$ cat config.mk
export PLATFORM = sky130hd
export DESIGN_NAME = watchdog_control
export DESIGN_NICKNAME = d
export VERILOG_FILES = /design/src/core/watchdog_control_pkg.sv /design/src/core/watchdog_control.sv
export SDC_FILE = /design/constraint.sdc
export NUM_CORES = 1
export LEC_CHECK = 0
export BUFFER_PORTS_ARGS = -buffer_cell sky130_fd_sc_hd__buf_2
export CAP_MARGIN = 20
export CORE_ASPECT_RATIO = 0.7
export CORE_UTILIZATION = 25
export DETAILED_ROUTE_END_ITERATION = 6
export PLACE_DENSITY = 0.48
export SLEW_MARGIN = 10
export SYNTH_ARGS = -nofsm -noshare
export SYNTH_HDL_FRONTEND = slang
export SYNTH_SLANG_ARGS = --single-unit
$ cat constraint.sdc
create_clock -name ref_clk -period 4.26 [get_ports ref_clk]
set_clock_uncertainty 0.05 [all_clocks]
set_input_delay 0.852 -clock ref_clk [delete_from_list [all_inputs] [get_ports ref_clk]]
set_output_delay 0.852 -clock ref_clk [all_outputs]
set_load 0.1 [all_outputs]
$ cat src/core/watchdog_control_pkg.sv
/*
 * constants, types and register map for the watchdog control block.
 * assumes a 250 MHz ref_clk and an APB master with 32-bit data.
 */
package watchdog_control_pkg;

    // clock and timing
    localparam int unsigned CLK_MHZ = 250;
    localparam int unsigned LED_HALF_MS = 500;
    localparam int unsigned LED_HALF_CYCLES = LED_HALF_MS * 1000 * CLK_MHZ;
    localparam int unsigned SECOND_MS = 1000;
    localparam int unsigned SECOND_CYCLES = SECOND_MS * 1000 * CLK_MHZ;
    localparam int unsigned DELAY_STEP_MS = 10;
    localparam int unsigned DELAY_STEP_CYCLES = DELAY_STEP_MS * 1000 * CLK_MHZ;
    localparam logic [5:0] MINUTE_SECONDS = 6'h3C;

    // register indices; byte address is four times the index
    localparam int IDX_W = 10;
    localparam logic [IDX_W-1:0] IDX_CFG_MODE = 10'h000;
    localparam logic [IDX_W-1:0] IDX_MIR_GP1 = 10'h001;
    localparam logic [IDX_W-1:0] IDX_MIR_CTRL = 10'h002;
    localparam logic [IDX_W-1:0] IDX_MIR_GP5 = 10'h003;
    localparam logic [IDX_W-1:0] IDX_MIR_GP6 = 10'h004;
    localparam logic [IDX_W-1:0] IDX_MIR_LAST = 10'h00F;
    localparam logic [IDX_W-1:0] IDX_DELAY = 10'h0B8;
    localparam logic [IDX_W-1:0] IDX_IRQ_STATUS = 10'h0E0;
    localparam logic [IDX_W-1:0] IDX_IRQ_MASK = 10'h0E1;
    localparam logic [IDX_W-1:0] IDX_PIN_EN_A = 10'h0E2;
    localparam logic [IDX_W-1:0] IDX_PIN_EN_B = 10'h0E3;
    localparam logic [IDX_W-1:0] IDX_UNITS = 10'h0F1;
    localparam logic [IDX_W-1:0] IDX_VALUE = 10'h0F2;
    localparam logic [IDX_W-1:0] IDX_CFG = 10'h0F3;
    localparam logic [IDX_W-1:0] IDX_CTRL = 10'h0F4;
    localparam logic [IDX_W-1:0] IDX_GP1 = 10'h0F6;
    localparam logic [IDX_W-1:0] IDX_GP5 = 10'h0F9;
    localparam logic [IDX_W-1:0] IDX_GP6 = 10'h0FA;
    localparam logic [IDX_W-1:0] IDX_NONE = 10'h3FF;

    // reset values and masks
    localparam logic [7:0] CTRL_RESET = 8'h00;
    localparam logic [7:0] PIN_RESET = 8'h00;
    localparam logic [7:0] DELAY_RESET = 8'h32;
    localparam logic [7:0] GP5_MASK = 8'h1D;
    localparam logic [7:0] UNITS_MASK = 8'h80;
    localparam logic [7:0] CFG_MASK = 8'h07;
    localparam int UNITS_SEC_BIT = 7;
    localparam int CFG_GAME_BIT = 0;
    localparam int CFG_KBD_BIT = 1;
    localparam int CFG_MOUSE_BIT = 2;

    // control register layout, bit 7 first
    typedef struct packed {
        logic powerDown;
        logic restart;
        logic stopped;
        logic reserved;
        logic kbcForceEn;
        logic forceTimeout;
        logic ledToggleEn;
        logic status;
    } ctrl_s;

    // interrupt status and mask layout
    typedef struct packed {
        logic powerDown;
        logic timeout;
    } evt_s;

    typedef enum logic [2:0] {
        DLY_IDLE = 3'b001,
        DLY_RUN = 3'b010,
        DLY_STOP = 3'b100
    } dly_e;

endpackage : watchdog_control_pkg

$ cat src/core/watchdog_control.sv
/*
 * watchdog control, power-button delay, power LED blink and pin snapshot
 * registers behind an APB slave. assumes pins and neighbouring-block
 * strobes arrive asynchronously and are synchronised here.
 */
// Functional notes
// - control bit 0 is timeout status, readable and writable.
// - LED toggle enable blinks power LED at 1 Hz, half on half off.
// - writing force-timeout bit raises a timeout; bit self-clears.
// - keyboard-line enable lets its rising edge raise a timeout.
// - keyboard line edge-detected, pulse ORed with force pulse.
// - stop bit ends button delay without power down; reads 1 when stopped.
// - restart bit reloads full button delay; unlimited; self-clears.
// - control bit 7 forces immediate power down; self-clears.
// - delay length comes from delay-time register at index B8.
// - three read-only pin snapshot registers at F6, F9, FA.
// - outside config mode, pin and control registers mirrored at 01-04.
// - group 1 feeds combined irq a; groups 5 and 6 feed irq b.
// - timeout value binary; zero disables, one gives one unit.
// - unit select bit 7: 0 minutes, 1 seconds.
// - counter restarted by enabled game port, keyboard, mouse activity.
`timescale 1ns/100ps
module watchdog_control #(
    parameter int unsigned LED_HALF = watchdog_control_pkg::LED_HALF_CYCLES,
    parameter int unsigned SECOND = watchdog_control_pkg::SECOND_CYCLES,
    parameter int unsigned DELAY_STEP = watchdog_control_pkg::DELAY_STEP_CYCLES
) (
    input wire logic ref_clk,
    input wire logic reset_n,
    input wire logic psel,
    input wire logic penable,
    input wire logic pwrite,
    input wire logic [11:0] paddr,
    input wire logic [31:0] pwdata,
    output logic [31:0] prdata,
    output logic pready,
    output logic pslverr,
    input wire logic kbcForceLine,
    input wire logic powerButton,
    input wire logic gamePortAccess,
    input wire logic keyboardIrq,
    input wire logic mouseIrq,
    input wire logic [7:0] pinGroupOne,
    input wire logic [7:0] pinGroupFive,
    input wire logic [7:0] pinGroupSix,
    output logic powerLed,
    output logic softPowerDown,
    output logic wdtTimeout,
    output logic combinedPinIrqA,
    output logic combinedPinIrqB,
    output logic irq
);
    import watchdog_control_pkg::*;

    localparam int LW = $clog2(LED_HALF + 1);
    localparam int SW = $clog2(SECOND + 1);
    localparam int DW = $clog2(DELAY_STEP + 1);

    function automatic logic [IDX_W-1:0] homeIdx(input logic [IDX_W-1:0] idx,
                                                 input logic cfgMode);
        logic [IDX_W-1:0] r;
        r = idx;
        if (!cfgMode && idx >= IDX_MIR_GP1 && idx <= IDX_MIR_LAST)
        begin
            unique case (idx)
                IDX_MIR_GP1: r = IDX_GP1;
                IDX_MIR_CTRL: r = IDX_CTRL;
                IDX_MIR_GP5: r = IDX_GP5;
                IDX_MIR_GP6: r = IDX_GP6;
                default: r = IDX_NONE;
            endcase
        end
        else if (idx >= IDX_MIR_GP1 && idx <= IDX_MIR_LAST)
        begin
            r = IDX_NONE;
        end
        return r;
    endfunction : homeIdx

    // synchronisers: stage one feeds stage two only
    localparam int SYNC_W = 26;
    localparam int S_MOUSE = 21;
    localparam int S_KBD = 22;
    localparam int S_GAME = 23;
    localparam int S_BUTTON = 24;
    localparam int S_KBC = 25;
    logic [SYNC_W-1:0] syncA_q;
    logic [SYNC_W-1:0] syncB_q;
    logic [SYNC_W-1:0] prevB_q;
    always_ff @(posedge ref_clk)
    begin
        if (!reset_n)
        begin
            syncA_q <= '0;
            syncB_q <= '0;
            prevB_q <= '0;
        end
        else
        begin
            syncA_q <= {kbcForceLine, powerButton, gamePortAccess, keyboardIrq, mouseIrq,
                        pinGroupSix, pinGroupFive[4:0], pinGroupOne};
            syncB_q <= syncA_q;
            prevB_q <= syncB_q;
        end
    end
    logic [SYNC_W-1:0] rise;
    assign rise = syncB_q & ~prevB_q;

    // registers
    ctrl_s ctrl_q;
    logic cfgMode_q;
    logic [7:0] delaySet_q;
    logic [7:0] units_q;
    logic [7:0] value_q;
    logic [7:0] cfg_q;
    logic [7:0] gp1_q;
    logic [7:0] gp5_q;
    logic [7:0] gp6_q;
    logic [7:0] pinEnA_q;
    logic [7:0] pinEnB_q;
    evt_s irqStatus_q;
    evt_s irqMask_q;

    // apb: one wait state, answer registered
    logic access;
    logic [IDX_W-1:0] idx;
    logic wrDone;
    logic rdTake;
    assign access = psel && penable;
    assign idx = homeIdx(paddr[11:2], cfgMode_q);
    assign wrDone = access && pwrite && pready;
    // read-clear at the capture edge, so a wait-state event is kept
    assign rdTake = access && !pwrite && !pready;

    logic [7:0] rdMux;
    logic hit;
    always_comb
    begin
        rdMux = 8'h00;
        hit = 1'b1;
        unique case (idx)
            IDX_CFG_MODE: rdMux = {7'h00, cfgMode_q};
            IDX_DELAY: rdMux = delaySet_q;
            IDX_IRQ_STATUS: rdMux = {6'h00, irqStatus_q};
            IDX_IRQ_MASK: rdMux = {6'h00, irqMask_q};
            IDX_PIN_EN_A: rdMux = pinEnA_q;
            IDX_PIN_EN_B: rdMux = pinEnB_q;
            IDX_UNITS: rdMux = units_q;
            IDX_VALUE: rdMux = value_q;
            IDX_CFG: rdMux = cfg_q;
            // write-only strobes read back as zero
            IDX_CTRL: rdMux = {1'b0, 1'b0, ctrl_q.stopped, 1'b0, ctrl_q.kbcForceEn,
                               1'b0, ctrl_q.ledToggleEn, ctrl_q.status};
            IDX_GP1: rdMux = gp1_q;
            IDX_GP5: rdMux = gp5_q;
            IDX_GP6: rdMux = gp6_q;
            default: hit = 1'b0;
        endcase
    end

    always_ff @(posedge ref_clk)
    begin
        if (!reset_n)
        begin
            pready <= 1'b0;
            prdata <= '0;
            pslverr <= 1'b0;
        end
        else
        begin
            pready <= access && !pready;
            prdata <= (access && !pready && !pwrite) ? {24'h000000, rdMux} : '0;
            pslverr <= access && !pready && !hit;
        end
    end

    logic wrCtrl;
    assign wrCtrl = wrDone && hit && idx == IDX_CTRL;

    // plain configuration registers
    always_ff @(posedge ref_clk)
    begin
        if (!reset_n)
        begin
            cfgMode_q <= 1'b0;
            delaySet_q <= DELAY_RESET;
            units_q <= CTRL_RESET;
            value_q <= CTRL_RESET;
            cfg_q <= CTRL_RESET;
            pinEnA_q <= CTRL_RESET;
            pinEnB_q <= CTRL_RESET;
            irqMask_q <= '0;
        end
        else if (wrDone)
        begin
            unique case (idx)
                IDX_CFG_MODE: cfgMode_q <= pwdata[0];
                IDX_DELAY: delaySet_q <= pwdata[7:0];
                IDX_IRQ_MASK: irqMask_q <= pwdata[1:0];
                IDX_PIN_EN_A: pinEnA_q <= pwdata[7:0];
                IDX_PIN_EN_B: pinEnB_q <= pwdata[7:0];
                IDX_UNITS: units_q <= pwdata[7:0] & UNITS_MASK;
                IDX_VALUE: value_q <= pwdata[7:0];
                IDX_CFG: cfg_q <= pwdata[7:0] & CFG_MASK;
                default: ;
            endcase
        end
    end

    always_ff @(posedge ref_clk)
    begin
        if (!reset_n)
        begin
            gp1_q <= PIN_RESET;
            gp5_q <= PIN_RESET;
            gp6_q <= PIN_RESET;
        end
        else
        begin
            gp1_q <= syncB_q[7:0];
            gp5_q <= {3'b000, syncB_q[12:8]} & GP5_MASK;
            gp6_q <= syncB_q[20:13];
        end
    end

    always_ff @(posedge ref_clk)
    begin
        if (!reset_n)
        begin
            combinedPinIrqA <= 1'b0;
            combinedPinIrqB <= 1'b0;
        end
        else
        begin
            combinedPinIrqA <= |(gp1_q & pinEnA_q);
            combinedPinIrqB <= |(gp5_q & pinEnB_q) | |(gp6_q & pinEnB_q);
        end
    end

    // watchdog counter
    logic [SW-1:0] secCnt_q;
    logic [5:0] minCnt_q;
    logic [7:0] unitCnt_q;
    logic secTick;
    logic unitTick;
    logic kick;
    logic expiry;
    assign secTick = secCnt_q == SW'(SECOND - 1);
    assign unitTick = secTick && (units_q[UNITS_SEC_BIT] || minCnt_q == MINUTE_SECONDS - 6'h01);
    assign kick = (cfg_q[CFG_GAME_BIT] && rise[S_GAME]) || (cfg_q[CFG_KBD_BIT] && rise[S_KBD])
                  || (cfg_q[CFG_MOUSE_BIT] && rise[S_MOUSE]) || (wrDone && idx == IDX_VALUE);
    assign expiry = unitTick && value_q != 8'h00 && unitCnt_q == value_q - 8'h01;

    always_ff @(posedge ref_clk)
    begin
        if (!reset_n || kick || value_q == 8'h00)
        begin
            secCnt_q <= '0;
            minCnt_q <= '0;
            unitCnt_q <= '0;
        end
        else
        begin
            secCnt_q <= secTick ? '0 : secCnt_q + SW'(1);
            if (secTick)
            begin
                minCnt_q <= unitTick ? 6'h00 : minCnt_q + 6'h01;
            end
            if (unitTick)
            begin
                unitCnt_q <= expiry ? 8'h00 : unitCnt_q + 8'h01;
            end
        end
    end

    // force pulse ORed with edge pulse; the line may stay high forever
    logic timeoutEvt;
    assign timeoutEvt = expiry || (wrCtrl && pwdata[2]) || (ctrl_q.kbcForceEn && rise[S_KBC]);

    // power-button delay
    dly_e dly_q;
    logic [7:0] dlyCnt_q;
    logic [DW-1:0] stepCnt_q;
    logic stepTick;
    logic dlyDone;
    logic spoffWr;
    assign stepTick = stepCnt_q == DW'(DELAY_STEP - 1);
    assign dlyDone = dly_q == DLY_RUN && stepTick && dlyCnt_q <= 8'h01;
    assign spoffWr = wrCtrl && pwdata[7];

    always_ff @(posedge ref_clk)
    begin
        if (!reset_n)
        begin
            dly_q <= DLY_IDLE;
            dlyCnt_q <= 8'h00;
            stepCnt_q <= '0;
        end
        // restart from zero, full delay, any number of times
        else if (wrCtrl && pwdata[6])
        begin
            dly_q <= DLY_RUN;
            dlyCnt_q <= delaySet_q;
            stepCnt_q <= '0;
        end
        else if (wrCtrl && pwdata[5])
        begin
            dly_q <= DLY_STOP;
        end
        else
        begin
            unique case (dly_q)
                DLY_IDLE, DLY_STOP:
                begin
                    if (rise[S_BUTTON])
                    begin
                        dly_q <= DLY_RUN;
                        dlyCnt_q <= delaySet_q;
                        stepCnt_q <= '0;
                    end
                end
                DLY_RUN:
                begin
                    stepCnt_q <= stepTick ? '0 : stepCnt_q + DW'(1);
                    if (dlyDone || spoffWr)
                    begin
                        dly_q <= DLY_IDLE;
                    end
                    else if (stepTick)
                    begin
                        dlyCnt_q <= dlyCnt_q - 8'h01;
                    end
                end
            endcase
        end
    end

    // control register
    always_ff @(posedge ref_clk)
    begin
        if (!reset_n)
        begin
            ctrl_q <= CTRL_RESET;
        end
        else
        begin
            // timeout sets, software write decides otherwise; set wins
            ctrl_q.status <= timeoutEvt || (wrCtrl ? pwdata[0] : ctrl_q.status);
            if (wrCtrl)
            begin
                ctrl_q.ledToggleEn <= pwdata[1];
                ctrl_q.kbcForceEn <= pwdata[3];
            end
            // reserved bit held at zero whatever is written
            ctrl_q.reserved <= 1'b0;
            ctrl_q.forceTimeout <= 1'b0;
            ctrl_q.restart <= 1'b0;
            ctrl_q.powerDown <= 1'b0;
            // reads 1 unless the delay counter runs
            ctrl_q.stopped <= dly_q != DLY_RUN;
        end
    end

    logic [LW-1:0] ledCnt_q;
    always_ff @(posedge ref_clk)
    begin
        if (!reset_n || !ctrl_q.ledToggleEn)
        begin
            ledCnt_q <= '0;
            powerLed <= 1'b0;
        end
        else if (ledCnt_q == LW'(LED_HALF - 1))
        begin
            ledCnt_q <= '0;
            powerLed <= !powerLed;
        end
        else
        begin
            ledCnt_q <= ledCnt_q + LW'(1);
        end
    end

    // event pulses and interrupt; status read clears, new event wins
    always_ff @(posedge ref_clk)
    begin
        if (!reset_n)
        begin
            wdtTimeout <= 1'b0;
            softPowerDown <= 1'b0;
            irqStatus_q <= '0;
            irq <= 1'b0;
        end
        else
        begin
            wdtTimeout <= timeoutEvt;
            softPowerDown <= dlyDone || spoffWr;
            irqStatus_q.timeout <= timeoutEvt
                || (irqStatus_q.timeout && !(rdTake && idx == IDX_IRQ_STATUS));
            irqStatus_q.powerDown <= dlyDone || spoffWr
                || (irqStatus_q.powerDown && !(rdTake && idx == IDX_IRQ_STATUS));
            irq <= |(irqStatus_q & irqMask_q);
        end
    end

endmodule : watchdog_control

Yosys cells after proc, flatten, opt, wreduce, memory -nomap -nowiden
Cells that the tools add are included.

Register bits after elaboration: 289. Bits of input ports: 78. Output and inout port bits: 40. Word-level logic and storage cells: 191.

Add/subtract/negate cells: 7. Magnitude comparators: 3. Equality and inequality tests: 34. Muxes and demuxes: 22. Bitwise operators: 9. Reductions and logical operators: 76.

Operators by type and width (number): $eq A10 B8 Y1 const B (12); $pmux W8 S13 (1); $mux W8 (6); $mux W22 (2); $pmux W22 S2 (1); $pmux W10 S4 (1); $logic_and A1 B1 Y1 (30); $add A28 B1 Y28 const B (1); $eq A28 B28 Y1 const B (1); $add A27 B1 Y27 const B (1); $eq A27 B27 Y1 const B (1); $and A26 B26 Y26 (1); $not A26 Y26 (1); $and A8 B8 Y8 (3); $reduce_and A2 Y1 (12); $reduce_or A8 Y1 (3); $add A22 B1 Y22 const B (1); $eq A22 B22 Y1 const B (1); $eq A10 B2 Y1 const B (2); $mux W10 (2); $pmux W8 S2 (1); $sub A8 B1 Y8 const B (2); $logic_or A1 B1 Y1 (13); $reduce_or A13 Y1 (1); other kinds (32) (51).

Logic depth before layout (Yosys ltp)
Gate-level depths: netlist (run 1).

Depth in word-level cells: 15. Gate-level depth with buffers: 11. Mapped depth without buffers: 9.

Worst setup path before layout (run 1)
OpenSTA, ideal clock, no wires.

Kind: input-to-reg. From: input paddr[9]. To: register dlyCnt_q[5]. Setup time: 0.133 ns. Arrival: 3.082 ns. Data required time: 4.077 ns. Slack: 0.994 ns. Stages on the path: 9. Buffers on the path: 2. Cells stage by stage: or4_1 buf_2 or3_4 a2111o_1 o21ai_4 o22ai_4 buf_6 a21oi_1 o32ai_2.

Cells in the longest elaborated chain, start to end: 13. Elaborated cells between the ends (all ways): 39. Classes of those cells: order compare: 2; eq/ne: 20; mux: 5; reduce/logical: 12.

RTL lines: start, declared (line watchdog_control.sv:33) `input wire logic [11:0] paddr,`; $ge A10 B1 Y1 or $le A10 B4 Y1 (tied branches) (line watchdog_control.sv:63, watchdog_control.sv:73); $logic_and A1 B1 Y1, on equally long branches (line watchdog_control.sv:73, watchdog_control.sv:63); $mux W10 or $logic_and A1 B1 Y1 (tied branches) (line watchdog_control.sv:73, watchdog_control.sv:63); $mux W10 (*) (line watchdog_control.sv:63) `if (!cfgMode && idx >= IDX_MIR_GP1 && idx <= IDX_MIR_LAST)`; $eq A10 B8 Y1 (tied with other cells) (line watchdog_control.sv:141, watchdog_control.sv:178); $reduce_or A13 Y1 (no source line); $mux W1 (line watchdog_control.sv:141) `unique case (idx)`; $logic_and A1 B1 Y1 (line watchdog_control.sv:178) `assign wrCtrl = wrDone && hit && idx == IDX_CTRL;`; $logic_and A1 B1 Y1 (*) (line watchdog_control.sv:178); $logic_and A1 B1 Y1 (line watchdog_control.sv:289) `assign spoffWr = wrCtrl && pwdata[7];`; $logic_or A1 B1 Y1 (line watchdog_control.sv:325) `if (dlyDone || spoffWr)`; $ne A3 B3 Y1 (no source line); $reduce_and A4 Y1 (no source line); end signal, assigned (line watchdog_control.sv:303) `dlyCnt_q <= delaySet_q;`; end signal, assigned (line watchdog_control.sv:318) `dlyCnt_q <= delaySet_q;`; end signal, assigned (line watchdog_control.sv:331) `dlyCnt_q <= dlyCnt_q - 8'h01;`; end, declared (line watchdog_control.sv:282) `logic [7:0] dlyCnt_q;`.

Every way passes the cells marked *; elsewhere a longest branch is shown, timed or not. A chain may end at the register's enable or synchronous reset.

Worst setup path after layout (run 1)
From: input paddr[9]. To: register dlyCnt_q[0].

Same word-level chain as after synthesis.

==> results_dict.tcl, run 1 <==
set metrics [dict create \
    dr.pass1.iters 6 \
    worstReg2RegEnd "dlyCnt_q[0]$_SDFFE_PN0P_" \
    rsz0062_at_grt "false" \
    path_delay_family "compound AO/OA/AOI/OAI gates" \
    postLayoutCellArea_mm2 0.0120 \
    synth_area_mm2 0.0103 \
    hold_viol 0 \
    grt_pass1_vias 7584 \
    detailed_place.area_mm2 0.0111 \
    cts.hold.buffers_added 0 \
    fillCellCount 4321 \
    cts_tree "done" \
    synthToLayoutAreaGrowth_pct 16.7 \
    place_congestion 0.836 \
    comb_power_share_pct 6.7 \
    synth.distinct_cells 76 \
    final_max_slew_viol_count 0 \
    cts_inserted_buffers 27 \
    clkLatencyLatePin_ps 530 \
    critPathRequiredTime_ps 4630 \
    ys_warn_count 0 \
    die_y_um 172 \
    use_met1_pct 17.7 \
    cp_slowest_cell "or4_1" \
    rrSetupSlack_ps 1040 \
    max-vdd-ir-drop_mv 0.286 \
    slew_headroom_pct 29.2 \
    p_per_area_mw_per_mm2 415 \
    fin_setup_tns_ps 0 \
    worst_pin_slew_ps 1060 \
    clock-sinks 238 \
    grt_antenna_before_repair 6 \
    dpl.hpwl_mm 18.7 \
    final_nets 1290 \
    drc 0 \
    arrival_ps 3860 \
    clock.fmax_mhz 287 \
    seqCellArea_mm2 0.00476 \
    path_buf_inv 1 \
    p_total_uw 5000 \
    grt_max_degree 44 \
    vias_per_cell 4.55 \
    crit_fanout 17 \
    pwr-share-seq_pct 45.8 \
    drive_gt1_share_pct 11.8 \
    crit_path_end "dlyCnt_q[0]$_SDFFE_PN0P_" \
    critical-path-max-stage-delay_ps 710 \
    clk_pin_slew_ps 60 \
    cp_num_cells 8 \
    multi_input_comb_area_mm2 0.00515 \
    synth_edf_count 0 \
    ys.flop_type "dfxtp_1" \
    io_pins 118 \
    r2r-start "cfgMode_q$_SDFFE_PN0P_" \
    core_mm2 0.0401 \
    critPathLaunch "paddr[9]" \
    post_cts_buffers 0 \
    setup_viol 0 \
    synthArstFlopShare_pct 0 \
    synth_area_per_cell_um2 9.03 \
    status "finished, final reports clean" \
    clock_power_share_pct 47.4 \
    syn_inst 1141 \
    wire_per_inst_um 14.8 \
    worstPathCellList "buf_2 > or4_1 > or3_4 > a21oi_1 > a21oi_1 > o22ai_4 > o22ai_1 > a311o_1" \
    initial_utilization_pct 25.7 \
    hold_start "syncB_q[3]$_SDFF_PN0_" \
    switching_share_pct 23.7 \
    busiest_layer "met2" \
    drt_wl_total_mm 26.1 \
    crit_top_cell "a21oi_1" \
    antenna_left 0 \
    clockBufferDepth 3 \
    grt_pass1_wl_mm 41.5 \
    num_vias 8018 \
    cp-start-kind "primary input" \
    grtUsageTotal_pct 12.2 \
    clock-root-buffer "clkbuf_16" \
    endpoint_kind "register" \
    numPortBuffers 63 \
    use_met2_pct 18.5 \
    yosys_register_bits 238 \
    cts_max_level 1 \
    fin_util_pct 30.0 \
    grt-ovfl-total 0 \
    hold_class "reg2reg" \
    dieArea_mm2 0.0420 \
    p_sw_uw 1190 \
    cts-resized-gates 0 \
    r2r_cells 7 \
    min_period_over_period_pct 81.9 \
    yosysSeqAreaShare_pct 46.2 \
    num_rows 61 \
    met3_usage_pct 2.17 \
    power_leakage_uw 0.00429 \
    maxCapViolCount 0 \
    period_minus_slack_ps 3490 \
    drtIter0Drc 482 \
    internal_power_uw 3810 \
    crit_type "in2reg" \
    die_w_um 245 \
]
flip-flops by register name, summed over array words and instances (netlist names), 6 cells and up:
signal      count
pinEnA_q        8
ledCnt_q       27
stepCnt_q      22
prevB_q        25
value_q         8
delaySet_q      8
secCnt_q       28
dlyCnt_q        8
syncB_q        25
unitCnt_q       8
syncA_q        25
minCnt_q        6
pinEnB_q        8
prdata          8
power groups by stage:
stage          logic, uW  clock network (uW)  registers [uW]
6_report             336                2370            2290
2_1_floorplan        270                   0            2340
5_1_grt              363                2540            2290
4_1_cts              337                2450            2290
3_5_place_dp         335                   0            2340
3_3_place_gp         333                   0            2340
cell type report:
| cell class | count | share of cell area, % |
|---|---|---|
| inverters | 26 | 0.811 |
| well taps | 535 | 5.57 |
| clock buffers | 34 | 6.09 |
| flip-flops and latches | 238 | 39.6 |
| multi-input cells | 832 | 42.8 |
| repair buffers | 78 | 3.56 |
| diodes | 5 | 0.104 |
| clock inverters | 14 | 1.47 |
per-stage QoR:
stage / hold slack (ps) / worst slack [ps] / cells
after global routing: 393 / 616 / 1761
after detailed placement: 371 / 270 / 1709
after global placement: 371 / 301 / 1709
after CTS: 378 / 832 / 1757
final: 371 / 773 / 1762
after floorplan: 361 / 994 / 1164
layout by cell type, fill, tap and decap left out, types with 4 or more instances in the layout:
cell type and n:
dfxtp_1 238, or3_1 5, nor3_1 18, clkbuf_1 4, nand4_1 30, clkinv_2 9
inv_1 25, and3_1 15, buf_4 15, and2_1 79, clkbuf_16 27, o21ai_0 8
bufinv_16 4, o22ai_1 4, a31oi_1 11, conb_1 24, nand3b_1 7, nor2_1 187
nand2_1 76, a21oi_1 39, xnor2_1 46, mux2i_1 39, nor4_1 16, a22oi_1 14
a41oi_1 4, ha_1 9, nand3_1 48, o21ai_1 4, nor2b_1 5, buf_2 63
or4_1 7, a221oi_1 6, xor2_1 46, and4_1 11, diode_2 5
how the worst min path moves through the flow:
stage	end	slack [ps]	depth (start not counted)
global route	prevB_q[10]$_SDFF_PN0_	390	1
detailed placement	prevB_q[0]$_SDFF_PN0_	370	1
floorplan	prevB_q[24]$_SDFF_PN0_	360	2
finish	prevB_q[3]$_SDFF_PN0_	370	1
global placement	prevB_q[20]$_SDFF_PN0_	370	1
CTS	prevB_q[24]$_SDFF_PN0_	380	2
layer usage:
layer  vias up  routed length [um]
li1       4050                   -
met5         -                   0
met3        33                1280
met2       146               11100
met4         0                 499
met1      3789               13300
logic make-up (layout without fill, tap and decap cells):
logic type                 count (synthesis)  in the layout  share of synthesized area (%)
and+or+nand+nor                          532            532                           26.3
DFF                                      238            238                           46.2
AOI/OAI and AO/OA                        136            136                           10.1
buffers and inverters                     94            152                           4.70
xor gates and xnor gates                  92             92                           7.82
muxes                                     39             39                           3.79
adders and majority gates                  9              9                           1.09
other                                      1             29                         0.0364
worst register-to-register path, stage by stage, from the launching register on:
cell     delay [ps]
dfxtp_1         370
or4b_1          610
or3_4           370
a21oi_1         410
a21oi_1         300
o22ai_4         540
o22ai_1         180
a311o_1         280
cells in the mapped netlist (4+ instances only):
library cell | number | area, um^2
a41oi_1 | 4 | 35.0
xnor2_1 | 46 | 403
o21ai_1 | 4 | 20.0
nand3b_1 | 7 | 52.6
a221oi_1 | 6 | 52.6
dfxtp_1 | 238 | 4760
o21ai_0 | 8 | 40.0
and4_1 | 11 | 96.3
nor4_1 | 16 | 100
or3_1 | 5 | 31.3
a22oi_1 | 14 | 105
clkbuf_1 | 31 | 116
or4_1 | 7 | 52.6
and3_1 | 15 | 93.8
mux2i_1 | 39 | 390
nand3_1 | 48 | 240
and2_1 | 79 | 494
buf_2 | 6 | 30.0
nand4_1 | 30 | 188
a21oi_1 | 39 | 195
nor2_1 | 187 | 702
nor3_1 | 18 | 90.1
nand2_1 | 76 | 285
inv_1 | 25 | 93.8
buf_6 | 4 | 45.0
ha_1 | 9 | 113
a31oi_1 | 11 | 68.8
xor2_1 | 46 | 403
nor2b_1 | 5 | 31.3
buf_4 | 25 | 188
o22ai_1 | 4 | 25.0
Power figures use the tool's default switching activity.
==> inputs of run 2 (changes only) <==
==> constraint.sdc (replaced) <==
create_clock -name ref_clk -period 3.5 [get_ports ref_clk]
set_clock_uncertainty 0.05 [all_clocks]
set_input_delay 0.7 -clock ref_clk [delete_from_list [all_inputs] [get_ports ref_clk]]
set_output_delay 0.7 -clock ref_clk [all_outputs]
set_load 0.1 [all_outputs]
==> results_dict.tcl, run 2 (synthesis gave the netlist of run 1 again) <==
set metrics [dict create \
    detailed_place.area_mm2 0.0114 \
    arrival_ps 3240 \
    fin_util_pct 30.7 \
    synthToLayoutAreaGrowth_pct 19.4 \
    grt_pass1_wl_mm 42.0 \
    period_minus_slack_ps 2850 \
    crit_fanout 13 \
    drive_gt1_share_pct 13.9 \
    power_leakage_uw 0.00446 \
    cp_num_cells 10 \
    cts.hold.buffers_added 0 \
    min_to "syncA_q[1]$_SDFF_PN0_" \
    clockBufferDepth 3 \
    place_congestion 0.847 \
    clock-root-buffer "clkbuf_16" \
    pre_cts_ws_ps 99.1 \
    drt_wl_total_mm 26.5 \
    rrSetupSlack_ps 690 \
    r2r_cells 7 \
    setup_ws_ps 648 \
    cts_max_level 1 \
    clock-sinks 238 \
    min_delay_path_depth 2 \
    dpl.hpwl_mm 19.2 \
    core_mm2 0.0401 \
    final_common_cell "dfxtp_1" \
    clkLatencyLatePin_ps 560 \
    maxCapViolCount 0 \
    setup_viol 0 \
    initial_utilization_pct 25.7 \
    hold_start "pinGroupOne[1]" \
    status "finished, final reports clean" \
    num_vias 8046 \
    critical-path-max-stage-delay_ps 500 \
    die_y_um 172 \
    grt_pass1_vias 7510 \
    slew_headroom_pct 52.1 \
    die_w_um 245 \
    min_period_over_period_pct 81.5 \
    clk_pin_slew_ps 60 \
    p_per_area_mw_per_mm2 504 \
    postLayoutCellArea_mm2 0.0123 \
    drtIter0Drc 474 \
    grt_max_degree 56 \
    cp_slowest_cell "nor4_4" \
    grt_antenna_before_repair 2 \
    largest_reg_flops 28 \
    final_max_slew_viol_count 0 \
    num_rows 61 \
    grtUsageTotal_pct 12.5 \
    numPortBuffers 63 \
    dr.pass1.iters 5 \
    worstPathCellList "buf_2 > buf_4 > nor4_4 > a41oi_2 > nor3_1 > buf_4 > a21oi_1 > o22ai_4 > o22ai_1 > a311o_1" \
    path_delay_family "compound AO/OA/AOI/OAI gates" \
    dieArea_mm2 0.0420 \
    endpoint_kind "register" \
    drc 0 \
    fin_setup_tns_ps 0 \
    hold_viol 0 \
    top_register "secCnt_q" \
    cp-start-kind "primary input" \
    cts-resized-gates 0 \
    worst_pin_slew_ps 717 \
    reg_top3 "secCnt_q (28), ledCnt_q (27)" \
    wire_per_inst_um 14.9 \
    crit_type "in2reg" \
    cts_inserted_buffers 26 \
    io_pins 118 \
    grt-ovfl-total 0 \
    hold_class "in2reg" \
    critPathRequiredTime_ps 3890 \
    cts_tree "done" \
    vias_per_cell 4.50 \
    path_buf_inv 3 \
    rsz0062_at_grt "false" \
    final_nets 1318 \
    post_cts_buffers 0 \
    r2r-start "cfgMode_q$_SDFFE_PN0P_" \
    clock.fmax_mhz 351 \
    max-vdd-ir-drop_mv 0.373 \
    antenna_left 0 \
    layout_common_cells "238 x dfxtp_1, 187 x nor2_1, 79 x and2_1" \
    worstReg2RegEnd "dlyCnt_q[0]$_SDFFE_PN0P_" \
    crit_top_cell "buf_4" \
]
==> run 2: final cells by class <==
type | count | area, um^2
well taps | 535 | 669
repair buffers | 107 | 683
diodes | 2 | 5.00
inverters | 26 | 97.6
fillers | 4286 | 27800
clock buffers | 31 | 699
clock inverters | 16 | 240
multi-input cells | 832 | 5150
flip-flops and latches | 238 | 4760
==> run 2: worst max-delay path by stage <==
stage / slack [ps] / endpoint / startpoint
after CTS: 660 / dlyCnt_q[0]$_SDFFE_PN0P_ / paddr[9]
after global placement: 120 / dlyCnt_q[0]$_SDFFE_PN0P_ / paddr[9]
after floorplan: 390 / dlyCnt_q[5]$_SDFFE_PN0P_ / paddr[9]
final: 650 / dlyCnt_q[0]$_SDFFE_PN0P_ / paddr[9]
after detailed placement: 100 / dlyCnt_q[0]$_SDFFE_PN0P_ / paddr[9]
after global routing: 510 / dlyCnt_q[0]$_SDFFE_PN0P_ / paddr[9]
==> run 2: per-layer routing <==
metal  part of all wire (%)  global-route usage (%)
met5                      0                       0
met3                    5.2                    2.96
met2                     42                    18.7
met1                     51                    18.1
met4                    1.6                    2.77
==> run 2: through the flow <==
| step | instances | hold slack [ps] | power, uW |
|---|---|---|---|
| after floorplan | 1164 | 361 | 3170 |
| after global placement | 1738 | 368 | 3280 |
| after detailed placement | 1738 | 368 | 3280 |
| after CTS | 1785 | 260 | 6290 |
| after global routing | 1785 | 263 | 6450 |
| final | 1787 | 299 | 6200 |
==> run 2: report_power, final <==
group	total (uW)	switching (uW)	leakage [uW]	internal [uW]
Combinational	434	307	0.00206	127
Clock	2980	1170	0.000462	1810
Sequential	2790	27.2	0.00193	2760
==> inputs of run 3 (changes only) <==
--- a/config.mk
+++ b/config.mk
@@ -5,12 +5,13 @@
 export SDC_FILE = /design/constraint.sdc
 export NUM_CORES = 1
 export LEC_CHECK = 0
+export ABC_AREA = 1
 export BUFFER_PORTS_ARGS = -buffer_cell sky130_fd_sc_hd__buf_2
 export CAP_MARGIN = 20
 export CORE_ASPECT_RATIO = 0.7
 export CORE_UTILIZATION = 25
 export DETAILED_ROUTE_END_ITERATION = 6
-export PLACE_DENSITY = 0.48
+export PLACE_DENSITY = 0.49
 export SLEW_MARGIN = 10
 export SYNTH_ARGS = -nofsm -noshare
 export SYNTH_HDL_FRONTEND = slang
==> constraint.sdc (replaced) <==
create_clock -name ref_clk -period 2.5 [get_ports ref_clk]
set_clock_uncertainty 0.05 [all_clocks]
set_input_delay 0.5 -clock ref_clk [delete_from_list [all_inputs] [get_ports ref_clk]]
set_output_delay 0.5 -clock ref_clk [all_outputs]
set_load 0.1 [all_outputs]
==> results_dict.tcl, run 3 <==
set metrics [dict create \
    synth_edf_count 0 \
    numPortBuffers 63 \
    final_common_cell "nand2_1" \
    worst_pin_slew_ps 604 \
    n_antenna_cell 0 \
    p_total_uw 8600 \
    maxCapViolCount 0 \
    ys.flop_type "dfxtp_1" \
    met3_usage_pct 2.54 \
    yosysTopAreaCell "dfxtp_1" \
    clk_pin_slew_ps 70 \
    power_leakage_uw 0.00616 \
    yosys_register_bits 238 \
    layout_common_cells "287 x nand2_1, 252 x inv_1, 232 x dfxtp_1" \
    clockBufferDepth 3 \
    final_nets 1792 \
    initial_utilization_pct 25.3 \
    grtUsageTotal_pct 13.0 \
    endpoint_kind "register" \
    die_w_um 254 \
    hold_class "in2reg" \
    grt_antenna_before_repair 0 \
    busiest_layer "met1" \
    grt_pass1_wl_mm 47.4 \
    crit_fanout 3 \
    reg_top3 "secCnt_q (28), ledCnt_q (27)" \
    ys_warn_count 0 \
    grt_pass1_vias 9110 \
    yosysSeqAreaShare_pct 43.0 \
    die_y_um 178 \
    crit_type "reg2reg" \
    drtIter0Drc 610 \
    worstPathCellList "ha_4 > nand2_4 > nor2_4 > nand2_2 > nor3_4 > nand3_2 > nor3_4 > nand3_2 > nor2_4 > nand4_1 > nor3_2 > nand2_1 > o21ai_1 > a21oi_1" \
    clock-sinks 238 \
    core_mm2 0.0437 \
    clkLatencyLatePin_ps 540 \
    synthArstFlopShare_pct 0 \
    num_vias 9982 \
    clock.fmax_mhz 409 \
    synth_common_cells "294 x nand2_1, 258 x inv_1, 238 x dfxtp_1" \
    cts_tree "done" \
    min_period_over_period_pct 97.9 \
    syn_inst 1504 \
    path_delay_family "simple AND/OR/NAND/NOR gates" \
    dp_cells 2265 \
    critical-path-max-stage-delay_ps 370 \
    dr.pass1.iters 5 \
    p_per_area_mw_per_mm2 606 \
    cp_slowest_cell "dfxtp_4" \
    dpl.hpwl_mm 22.3 \
    clock-root-buffer "clkbuf_16" \
    synth.distinct_cells 56 \
    grt_max_degree 125 \
    synthToLayoutAreaGrowth_pct 28.1 \
    antenna_left 0 \
    fin_cells 2314 \
    synth_area_mm2 0.0111 \
    use_met1_pct 20.3 \
    largest_reg_flops 28 \
    critPathRequiredTime_ps 2870 \
    hold_viol 0 \
    grt-ovfl-total 0 \
    rsz0062_at_grt "true" \
    status "finished, final reports clean" \
    arrival_ps 2820 \
    vias_per_cell 4.31 \
    num_rows 64 \
    cp-start-kind "register" \
    dieArea_mm2 0.0452 \
    synth_top_cell_area_share_pct 43.0 \
    slew_headroom_pct 59.3 \
    place_congestion 0.892 \
    cts.hold.buffers_added 0 \
    top_register "secCnt_q" \
    max-vdd-ir-drop_mv 0.416 \
    setup_viol 0 \
    cts_max_level 1 \
    use_met2_pct 18.0 \
    final_max_slew_viol_count 0 \
    drive_gt1_share_pct 21.9 \
    io_pins 118 \
    period_minus_slack_ps 2450 \
    synth.most_common_cell "nand2_1" \
    synth.area.top_cells "dfxtp_1 43%, nand2_1 10%, inv_1 8.7%" \
    path_buf_inv 0 \
    cts_inserted_buffers 24 \
    synth_area_per_cell_um2 7.36 \
    drc 0 \
    wire_per_inst_um 12.7 \
    drt_wl_total_mm 29.3 \
]
## run 3: cell types whose count changed after synthesis, moves of 13 or more
cell / delta
a21oi_1: +44
a22oi_1: -14
and2_1: -79
and3_1: -13
inv_1: +233
mux2i_1: -39
nand2_1: +218
nand4_1: +13
nor2_1: -43
nor3_1: +22
o21ai_0: +59
xnor2_1: -37
xor2_1: -17
## run 3: per-layer routing
metal	vias to the layer above	part of all wire (%)
li1	5190	-
met1	4596	54
met2	167	39
met3	29	5.0
met4	0	1.7
met5	-	0
## run 3: path summary, 6_finish.rpt
| kind | startpoint | end | slack (ps) | depth (start not counted) |
|---|---|---|---|---|
| hold / removal | pinGroupSix[6] | syncA_q[19]$_SDFF_PN0_ | 90 | 3 |
| setup reg to reg | ledCnt_q[1]$_SDFF_PP0_ | ledCnt_q[24]$_SDFF_PP0_ | 50 | 14 |
| setup / recovery | ledCnt_q[1]$_SDFF_PP0_ | ledCnt_q[24]$_SDFF_PP0_ | 50 | 14 |
| hold reg to reg | syncA_q[14]$_SDFF_PN0_ | syncB_q[14]$_SDFF_PN0_ | 360 | 2 |
## run 3: kinds of logic after synthesis
logic type,count (synthesis),share of synthesized area (%)
other,1,0.0339
AND/OR/NAND/NOR,669,28.7
flip-flops,238,43.0
XOR/XNOR,38,3.01
buffers and inverters,321,12.1
adder cells (fa/ha/maj),9,1.02
AO/OA/AOI/OAI,228,12.1
## run 3: worst reg2reg max path: cells and delay by family, from the launching register on
family,cells,cell delay (ps)
fa+ha+maj,1,140
compound gates,2,190
simple gates,11,1610
flops,1,370
## run 3: area by class of cell
type	instances	area, um^2
Tap cell	594	743
Clock inverter	11	170
Inverter	268	1010
Fill cell	4745	29500
Multi-Input combinational cell	968	5360
Timing Repair Buffer	205	1450
Sequential cell	238	4770
Clock buffer	30	674
## run 3: through the flow
stage,area [um^2],setup TNS [ps],hold slack [ps],utilization [%],worst slack [ps]
3_5_place_dp,13000,-20830,348,29.6,-339
6_report,14200,0,87.3,32.4,53.7
4_1_cts,13800,0,66.4,31.6,7.98
2_1_floorplan,11200,0,340,-,73.5
5_1_grt,14200,-432,76.7,32.4,-187
3_3_place_gp,13000,-15830,344,29.6,-291
## run 3: what timing repair did
| action | in CTS | in global routing |
|---|---|---|
| gates resized for setup | 6 | 72 |
| pin swaps | 0 | 27 |
| buffers inserted | 0 | 9 |
| endpoints found under the setup margin | 15 | 31 |
## run 3: power by group
group | internal [uW] | switching (uW) | leakage [uW] | total, uW
sequential | 3880 | 44.7 | 0.00194 | 3920
clock | 2320 | 1560 | 0.000405 | 3880
combinational | 244 | 549 | 0.00382 | 793
total | 6440 | 2150 | 0.00616 | 8600
